### src/hdl/itp_pkg.sv
/*
 * itp_pkg: constants and carrier types for the two-wire target port.
 * assumes: a single 25 MHz reference clock samples the bus pins.
 */
package itp_pkg;
    // ****************************************************************
    // address and timing
    // ****************************************************************
    localparam logic [4:0] ITP_ADDR_HI = 5'h0D; // fixed upper bits 01101
    localparam logic [1:0] ITP_STRAP_GND = 2'h0;
    localparam logic [1:0] ITP_STRAP_VCC = 2'h3;
    localparam logic [1:0] ITP_STRAP_SCL = 2'h1;
    localparam logic [1:0] ITP_STRAP_SDA = 2'h2;
    localparam int ITP_CLK_MHZ = 25;
    localparam int ITP_SCL_MAX_KHZ = 1000;
    localparam int ITP_SCL_MIN_CYC = (ITP_CLK_MHZ * 1000) / ITP_SCL_MAX_KHZ;
    localparam logic [3:0] ITP_BIT_LAST = 4'h7; // count before last data rise
    localparam logic [3:0] ITP_BIT_ACK = 4'h8;  // count before the ninth rise
    localparam logic [3:0] ITP_BIT_END = 4'h9;  // count while ninth clock stands
    localparam logic [7:0] ITP_PTR_RST = 8'h00;
    localparam int ITP_FIFO_DEPTH = 16;
    localparam int ITP_BYTE_W = 8;

    // ****************************************************************
    // types
    // ****************************************************************
    typedef enum logic [5:0] {
        ITP_IDLE = 6'h01,
        ITP_ADDR = 6'h02,
        ITP_AACK = 6'h04,
        ITP_WRX  = 6'h08,
        ITP_WACK = 6'h10,
        ITP_RTX  = 6'h20
    } itp_state_e;

    // register write carried to the register bank
    typedef struct packed {
        logic [7:0] addr;
        logic [7:0] data;
    } itp_wr_s;
endpackage : itp_pkg

### src/hdl/itp_fifo.sv
/*
 * itp_fifo: small synchronous valid/ready FIFO.
 * assumes: one clock, asynchronous active-low reset.
 */
module itp_fifo #(
    parameter int WIDTH = 16,
    parameter int DEPTH = 16
) (
    input wire logic i_ref_clk,
    input wire logic i_rst_b,
    input wire logic i_in_valid,
    output logic o_in_ready,
    input wire logic [WIDTH-1:0] i_in_data,
    output logic o_out_valid,
    input wire logic i_out_ready,
    output logic [WIDTH-1:0] o_out_data
);
    localparam int AW = $clog2(DEPTH);
    logic [WIDTH-1:0] mem_q [DEPTH];
    logic [AW:0] wr_q;
    logic [AW:0] rd_q;
    wire push = i_in_valid && o_in_ready;
    wire pop = o_out_valid && i_out_ready;

    // honest flags from pointer compare
    assign o_in_ready = (wr_q - rd_q) != (AW + 1)'(DEPTH);
    assign o_out_valid = wr_q != rd_q;
    assign o_out_data = mem_q[rd_q[AW-1:0]];

    // storage
    always_ff @(posedge i_ref_clk) begin
        if (push) begin
            mem_q[wr_q[AW-1:0]] <= i_in_data;
        end
    end

    // pointers
    always_ff @(posedge i_ref_clk or negedge i_rst_b) begin
        if (!i_rst_b) begin
            wr_q <= '0;
            rd_q <= '0;
        end else begin
            wr_q <= wr_q + (AW + 1)'(push);
            rd_q <= rd_q + (AW + 1)'(pop);
        end
    end
endmodule : itp_fifo

### src/hdl/itp_target.sv
/*
 * itp_target: two-wire bus target port with register pointer.
 * assumes: scl/sda/strap are asynchronous pins, external pull-ups,
 * a register bank that takes writes and returns read data same cycle.
 */
// Function
// RULE_01: answer to address 01101 plus strap bits
// RULE_02: direction 0 writes, 1 reads
// RULE_03: strap wiring selects low address bits
// RULE_04: host clock no faster than 1MHz
// RULE_05: data only pulled low, clock input
// RULE_06: sample data while clock high
// RULE_07: host keeps data high when idle
// RULE_08: start begins address compare
// RULE_09: address byte sent msb first
// RULE_10: pull data low in ack if matched
// RULE_11: host stops on missing acknowledge
// RULE_12: first write byte loads register pointer
// RULE_13: acknowledge and store each data byte; the code naks and drops a data byte while the FIFO is full
// RULE_14: stop returns target to idle
// RULE_15: pointer increments on each data acknowledge
// RULE_16: repeated start read returns pointed register
// RULE_17: read msb first, host naks last
module itp_target (
    input wire logic i_ref_clk,
    input wire logic i_rst_b,
    input wire logic i_scl,
    input wire logic i_sda,
    output logic o_sda_out,
    output logic o_sda_oe,
    input wire logic i_strap_gnd,
    input wire logic i_strap_vcc,
    input wire logic i_strap_scl,
    output logic o_wr_valid,
    input wire logic i_wr_ready,
    output itp_pkg::itp_wr_s o_wr,
    output logic [7:0] o_rd_addr,
    input wire logic [7:0] i_rd_data,
    output logic o_busy
);
    import itp_pkg::*;

    // ****************************************************************
    // pin synchronisers
    // ****************************************************************
    logic [1:0] scl_m_q, sda_m_q;
    logic scl_q, sda_q, scl_p_q, sda_p_q;
    always_ff @(posedge i_ref_clk or negedge i_rst_b) begin
        if (!i_rst_b) begin
            scl_m_q <= 2'h3;
            sda_m_q <= 2'h3;
        end else begin
            scl_m_q <= {scl_m_q[0], i_scl};
            sda_m_q <= {sda_m_q[0], i_sda};
        end
    end
    // third stage plus one more for edge detection
    always_ff @(posedge i_ref_clk or negedge i_rst_b) begin
        if (!i_rst_b) begin
            scl_q <= 1'b1;
            sda_q <= 1'b1;
            scl_p_q <= 1'b1;
            sda_p_q <= 1'b1;
        end else begin
            scl_q <= scl_m_q[1];
            sda_q <= sda_m_q[1];
            scl_p_q <= scl_q;
            sda_p_q <= sda_q;
        end
    end

    // bus events
    wire scl_rise = scl_q && !scl_p_q; // see RULE_06
    wire scl_fall = !scl_q && scl_p_q;
    wire start_ev = scl_q && scl_p_q && sda_p_q && !sda_q; // see RULE_08
    wire stop_ev = scl_q && scl_p_q && !sda_p_q && sda_q; // see RULE_14

    // ****************************************************************
    // strap capture after reset
    // ****************************************************************
    logic [1:0] strap_q;
    logic strap_done_q;
    wire [1:0] strap_d = i_strap_gnd ? ITP_STRAP_GND :
                         i_strap_vcc ? ITP_STRAP_VCC :
                         i_strap_scl ? ITP_STRAP_SCL : ITP_STRAP_SDA;
    // latch once after release
    always_ff @(posedge i_ref_clk or negedge i_rst_b) begin
        if (!i_rst_b) begin
            strap_q <= ITP_STRAP_GND;
            strap_done_q <= 1'b0;
        end else if (!strap_done_q) begin
            strap_q <= strap_d; // see RULE_03
            strap_done_q <= 1'b1;
        end
    end

    // ****************************************************************
    // protocol engine
    // ****************************************************************
    itp_state_e st_q, st_d;
    logic [3:0] bit_q;
    logic [7:0] sh_q;
    logic [7:0] ptr_q;
    logic first_q; // next write byte is the register address
    logic rd_q;    // current transfer is a read
    logic ack_q;   // we drive the ack this ninth bit
    logic drive_q;
    logic fifo_ready;

    // byte framing: rises 0..7 carry data, the ninth rise is the ack
    wire [7:0] sh_next = {sh_q[6:0], sda_q};
    wire byte_done = scl_rise && bit_q == ITP_BIT_LAST;
    wire ack_rise = scl_rise && bit_q == ITP_BIT_ACK;
    wire byte_end = scl_fall && bit_q == ITP_BIT_END;
    wire host_nak = st_q == ITP_RTX && ack_rise && sda_q; // see RULE_17
    wire addr_hit = sh_next[7:1] == {ITP_ADDR_HI, strap_q}; // see RULE_01
    wire data_push = st_q == ITP_WRX && byte_done && !first_q;

    // next state
    always_comb begin
        st_d = st_q;
        case (st_q)
            ITP_IDLE: st_d = ITP_IDLE;
            ITP_ADDR: if (byte_done) st_d = addr_hit ? ITP_AACK : ITP_IDLE;
            ITP_AACK: if (byte_end) st_d = rd_q ? ITP_RTX : ITP_WRX;
            ITP_WRX: if (byte_done) st_d = ITP_WACK;
            ITP_WACK: if (byte_end) st_d = ack_q ? ITP_WRX : ITP_IDLE;
            ITP_RTX: if (host_nak) st_d = ITP_IDLE; // see RULE_17
            default: st_d = ITP_IDLE;
        endcase
        if (start_ev) st_d = ITP_ADDR; // see RULE_08
        if (stop_ev) st_d = ITP_IDLE; // see RULE_14
    end

    always_ff @(posedge i_ref_clk or negedge i_rst_b) begin
        if (!i_rst_b) begin
            st_q <= ITP_IDLE;
        end else begin
            st_q <= st_d;
        end
    end

    // bit counter and shifter, sampled on scl rise
    always_ff @(posedge i_ref_clk or negedge i_rst_b) begin
        if (!i_rst_b) begin
            bit_q <= 4'h0;
            sh_q <= 8'h00;
        end else if (start_ev || byte_end) begin
            bit_q <= 4'h0;
        end else if (scl_rise) begin
            bit_q <= bit_q + 4'h1;
            if (bit_q <= ITP_BIT_LAST) begin
                sh_q <= sh_next; // msb first, see RULE_09
            end
        end
    end

    // direction, pointer and first-byte flag
    always_ff @(posedge i_ref_clk or negedge i_rst_b) begin
        if (!i_rst_b) begin
            rd_q <= 1'b0;
            first_q <= 1'b1;
            ptr_q <= ITP_PTR_RST;
        end else begin
            if (st_q == ITP_ADDR && byte_done) begin
                rd_q <= sh_next[0]; // see RULE_02
                first_q <= 1'b1;
            end
            if (st_q == ITP_WRX && byte_done && first_q) begin
                ptr_q <= sh_next; // see RULE_12
                first_q <= 1'b0;
            end
            if (data_push && fifo_ready) begin
                ptr_q <= ptr_q + 8'h01; // see RULE_15
            end
            if (st_q == ITP_RTX && ack_rise) begin
                ptr_q <= ptr_q + 8'h01; // next read byte
            end
        end
    end

    // ack decision: address match, and room for data
    always_ff @(posedge i_ref_clk or negedge i_rst_b) begin
        if (!i_rst_b) begin
            ack_q <= 1'b0;
        end else if (st_q == ITP_ADDR && byte_done) begin
            ack_q <= addr_hit; // see RULE_10
        end else if (st_q == ITP_WRX && byte_done) begin
            ack_q <= first_q || fifo_ready; // see RULE_13
        end
    end

    // read data shifter: load byte before first bit, then shift
    logic [7:0] tx_q;
    always_ff @(posedge i_ref_clk or negedge i_rst_b) begin
        if (!i_rst_b) begin
            tx_q <= 8'hFF;
        end else if (st_q == ITP_AACK || (st_q == ITP_RTX && byte_end)) begin
            tx_q <= i_rd_data; // see RULE_16
        end else if (st_q == ITP_RTX && scl_fall && bit_q != 4'h0 &&
                     bit_q <= ITP_BIT_LAST) begin
            tx_q <= {tx_q[6:0], 1'b1}; // see RULE_17
        end
    end

    // drive low only: ack or a zero read bit, switched while scl low
    wire ack_win = bit_q == ITP_BIT_END || (bit_q == ITP_BIT_ACK && !scl_p_q);
    wire ack_drv = (st_q == ITP_AACK || st_q == ITP_WACK) && ack_q && ack_win;
    wire rd_win = bit_q <= ITP_BIT_LAST || (bit_q == ITP_BIT_ACK && scl_p_q);
    wire rd_drv = st_q == ITP_RTX && !tx_q[7] && rd_win; // host owns ack
    always_ff @(posedge i_ref_clk or negedge i_rst_b) begin
        if (!i_rst_b) begin
            drive_q <= 1'b0;
        end else if (start_ev || stop_ev) begin
            drive_q <= 1'b0;
        end else begin
            drive_q <= ack_drv || rd_drv; // see RULE_05, RULE_10
        end
    end

    // ****************************************************************
    // write data buffer and outputs
    // ****************************************************************
    itp_wr_s push_w;
    assign push_w = '{addr: ptr_q, data: sh_next};
    logic out_valid;
    itp_wr_s out_w;
    itp_fifo #(.WIDTH(2 * ITP_BYTE_W), .DEPTH(ITP_FIFO_DEPTH)) u_fifo (
        .i_ref_clk(i_ref_clk),
        .i_rst_b(i_rst_b),
        .i_in_valid(data_push),
        .o_in_ready(fifo_ready),
        .i_in_data(push_w),
        .o_out_valid(out_valid),
        .i_out_ready(!o_wr_valid || i_wr_ready),
        .o_out_data(out_w)
    );

    // registered outputs
    always_ff @(posedge i_ref_clk or negedge i_rst_b) begin
        if (!i_rst_b) begin
            o_wr_valid <= 1'b0;
            o_wr <= '0;
            o_rd_addr <= ITP_PTR_RST;
            o_sda_oe <= 1'b0;
            o_busy <= 1'b0;
        end else begin
            if (!o_wr_valid || i_wr_ready) begin
                o_wr_valid <= out_valid;
                o_wr <= out_w;
            end
            o_rd_addr <= ptr_q;
            o_sda_oe <= drive_q; // see RULE_05
            o_busy <= st_q != ITP_IDLE;
        end
    end
    assign o_sda_out = 1'b0;
endmodule : itp_target

### config.mk
export PLATFORM = sky130hd
export DESIGN_NAME = itp_target
export DESIGN_NICKNAME = d
export VERILOG_FILES = /design/src/hdl/itp_pkg.sv /design/src/hdl/itp_fifo.sv /design/src/hdl/itp_target.sv
export SDC_FILE = /design/constraint.sdc
export NUM_CORES = 1
export LEC_CHECK = 0
export ABC_AREA = 1
export BUFFER_PORTS_ARGS = -buffer_cell sky130_fd_sc_hd__buf_2
export CAP_MARGIN = 25
export CORE_UTILIZATION = 55
export DETAILED_ROUTE_END_ITERATION = 10
export GPL_TIMING_DRIVEN = 0
export PLACE_DENSITY_LB_ADDON = 0.05
export SYNTH_ARGS = -nofsm -noshare
export SYNTH_HDL_FRONTEND = slang
export SYNTH_SLANG_ARGS = --single-unit
### constraint.sdc
create_clock -name i_ref_clk -period 6.6 [get_ports i_ref_clk]
set_input_delay 0.66 -clock i_ref_clk [delete_from_list [all_inputs] [get_ports i_ref_clk]]
set_output_delay 0.66 -clock i_ref_clk [all_outputs]
set_load 0.05 [all_outputs]
==> reports/qor.yml <==
synth_cells: 1186
period_share: 0.5668
met3_usage: 0.04777
grt_max_degree: 68
grt_use_met1: 0.3660
crit_path_end_kind: "flip-flop"
cts_made_buffers: 35
n_antenna_cell: 0
synth_area_mm2: 0.01398
grt_pass1_vias: 8765
drt_iter0_drc: 882
post_cts_resized: 0
yosysTopAreaCellShare: 0.5497
yosys.area.top_type: "edfxtp_1"
cts_root_buf: "clkbuf_16"
cp.arrival_ns: 3.96
clkTransAtPathRegs_ns: 0.06
dpl-instance-area_mm2: 0.01476
skew_ns: 0.01022
wl_per_cell_um: 20.12
grt_util_all_layers: 0.2597
path_cells: "inv_1 -> clkbuf_1 -> ha_1 -> a21oi_1 -> nand3_1 -> nand2_1 -> inv_1 -> nand2_2 -> nand2_4 -> nor2_4 -> nand2_2 -> nor2_1 -> buf_4"
start_kind: "flip-flop"
critical_path_class: "flip-flop to flip-flop"
syn2layout_area_growth_pct: 13.96
synth_nets: 1214
cp_max_fo: 10
max_cap_violations: 0
max-slew-margin-rel: 0.3462
ir_drop_mv: 0.2999
status: "completed"
setup_viol: 0
reg2reg_from: "u_fifo.rd_q[3]"
use_met2: 0.4073
ys_warn_count: 0
worstReg2RegEnd: "u_fifo.mem_q[12][5]"
grt-ovfl-total: 0
p_leak_uw: 0.006216
nets: 1303
r2r_slack_ns: 2.86
hold_class: "input port to asynchronous set/reset pin"
hold_viol_final: 0
numClockSinks: 341
post_cts_buffers: 0
vias_per_cell: 5.522
worstMarginPinSlew_ns: 0.9806
final_layout_size_suffix_gt1_frac: 0.1476
grt.busiest_layer: "met2"
htree_levels: 2
place.gp.congestion: 0.8920
num_io_pins: 44
period_needed_ns: 3.741
timing.setup.tns_ns: 0
cts_max_path_buffers: 3
die_w_um: 161.5
clkLatencyLatePin_ns: 0.51
required_ns: 6.81
final_area_mm2: 0.01594
rsz0062_at_grt: "false"
critPathSlowestCell: "nor2_1"
antenna_found_initial: 0
p_per_area_mw_per_mm2: 403.0
cts_tree: "done"
dr.pass1.iters: 5
antenna_left: 0
whs_ns: 0.04082
syn_avg_cell_area_um2: 11.79
async_flop_share: 0.2493
rows: 57
vias: 8973
synthDistinctLibCells: 39
start_util: 0.5684
slew_violations: 0
cp_slowest_stage_delay_ns: 0.68
setup_ws_ns: 2.859
numPortBuffers: 42
drc: 0
dieArea_mm2: 0.02607
hpwl_mm: 21.44
synth_flop_cell: "edfxtp_1"
routed_wl_mm: 32.69
fmax_mhz: 267.3
ys_ff_latch: 341
core_mm2: 0.02460
dp_slack_ns: 2.875
hold_buffers: 0
ys_top_cells_by_area: "edfxtp_1 55%, dfrtp_1 12%, nand2_1 6.9%, o21ai_0 3.9%, nor2_1 3.7%"
synth.yosys.seq_area_share: 0.7034
synth_edf_count: 256
grt_pass1_wl_mm: 49.87
fp.dieH_um: 161.5
reg2regPathDepth: 13
==> how the worst max path moves through the flow <==
stage | from | endpoint | slack, ns | cells past startpoint
6_report | u_fifo.rd_q[3] | u_fifo.mem_q[12][5] | 2.86 | 13
5_1_grt | u_fifo.rd_q[3] | u_fifo.mem_q[12][11] | 2.58 | 13
4_1_cts | u_fifo.rd_q[3] | u_fifo.mem_q[12][5] | 2.83 | 13
3_5_place_dp | u_fifo.rd_q[3] | u_fifo.mem_q[12][10] | 2.87 | 13
3_3_place_gp | u_fifo.rd_q[3] | u_fifo.mem_q[5][0] | 2.44 | 12
2_1_floorplan | u_fifo.rd_q[2] | u_fifo.mem_q[10][0] | 3.65 | 12
==> cells by family (layout without fill, tap and decap cells) <==
kind of cell,Yosys count,count (layout),synth area share
xor+xnor,14,14,0.008768
compound gates,202,202,0.07811
buf+inv,101,216,0.03006
fa+ha+maj,12,12,0.01074
mux,32,32,0.02290
other cells,2,2,0.0005370
flops,341,341,0.7034
simple gates,482,482,0.1455
==> cells in the final DEF (no fill, tap or decap), types with 3 or more instances in the layout <==
cell / instances
buf_2: 47
xnor2_1: 3
nand2_4: 3
nand2_1: 257
mux2i_1: 32
clkinv_2: 6
buf_4: 14
dfrtp_1: 67
nand2_2: 9
inv_2: 13
ha_1: 12
nand4_1: 5
xor2_1: 11
a22oi_1: 6
nor2_4: 5
clkbuf_1: 35
clkinv_1: 4
edfxtp_1: 256
nor3_1: 7
buf_8: 4
nor2_2: 16
a21oi_1: 41
o22ai_1: 36
nand3_1: 47
inv_1: 41
clkbuf_8: 5
clkbuf_16: 37
nor2_1: 126
dfstp_2: 18
bufinv_16: 3
o21ai_1: 5
o21ai_0: 110
==> through the flow <==
stage,total power [uW],cells,util
floorplan,3798,1186,-
global placement,4428,1552,0.5934
detailed placement,4450,1562,0.5999
CTS,6430,1625,0.6477
global route,6719,1625,0.6477
finish,6422,1625,0.6477
==> metal layers <==
layer / vias up / wire [um] / part of all wire
li1: 4317 / - / -
met4: 0 / 1024 / 0.031
met5: - / 0 / 0
met3: 58 / 2408 / 0.074
met1: 4316 / 14200 / 0.43
met2: 282 / 15050 / 0.46
==> power by group <==
part / total, uW / internal (uW) / switching, uW
clock: 2000 / 1200 / 798
sequential: 2670 / 2470 / 200
combinational: 1750 / 486 / 1270
total: 6420 / 4160 / 2260
==> critical path, delay by kind of cell, from the launching register on <==
family                   cells  cell delay [ns]
flip-flops                   1             0.47
buffers and inverters        4             1.04
adder cells (fa/ha/maj)      1             0.36
AND/OR/NAND/NOR              7             1.37
AO/OA/AOI/OAI                1             0.21
==> Yosys cell counts (2+ instances only) <==
cell,instances
o22ai_1,36
nand2_2,9
nand2_4,3
nor2_1,138
nand3_1,47
nor3_1,7
inv_2,13
nor2_4,5
nand2_1,257
conb_1,2
inv_1,41
a22oi_1,6
xnor2_1,3
buf_4,9
nand4_1,5
a21oi_1,41
o21ai_1,5
buf_2,6
edfxtp_1,256
nand3b_1,2
dfstp_2,18
xor2_1,11
nor2_2,4
mux2i_1,32
clkinv_1,2
ha_1,12
o21ai_0,110
clkbuf_1,29
dfrtp_1,67
==> flip-flops by register name, summed over array words and instances (netlist names), 5 cells and up <==
name / flops
u_fifo.wr_q: 5
u_fifo.mem_q: 256
o_wr: 16
u_fifo.rd_q: 5
o_rd_addr: 8
ptr_q: 8
tx_q: 8
sh_q: 7
st_q: 6
==> final cells by class <==
type                    instances  area, um^2
clock inverters                15       157.7
flip-flops and latches        341        9837
fillers                      1917        8668
clock buffers                  48        1017
inverters                      56       210.2
repair buffers                 52       341.6
well taps                     324       405.4
multi-input cells             744        3757
plain buffers                  45       210.2
No activity file was read; power rests on OpenSTA's default activity.
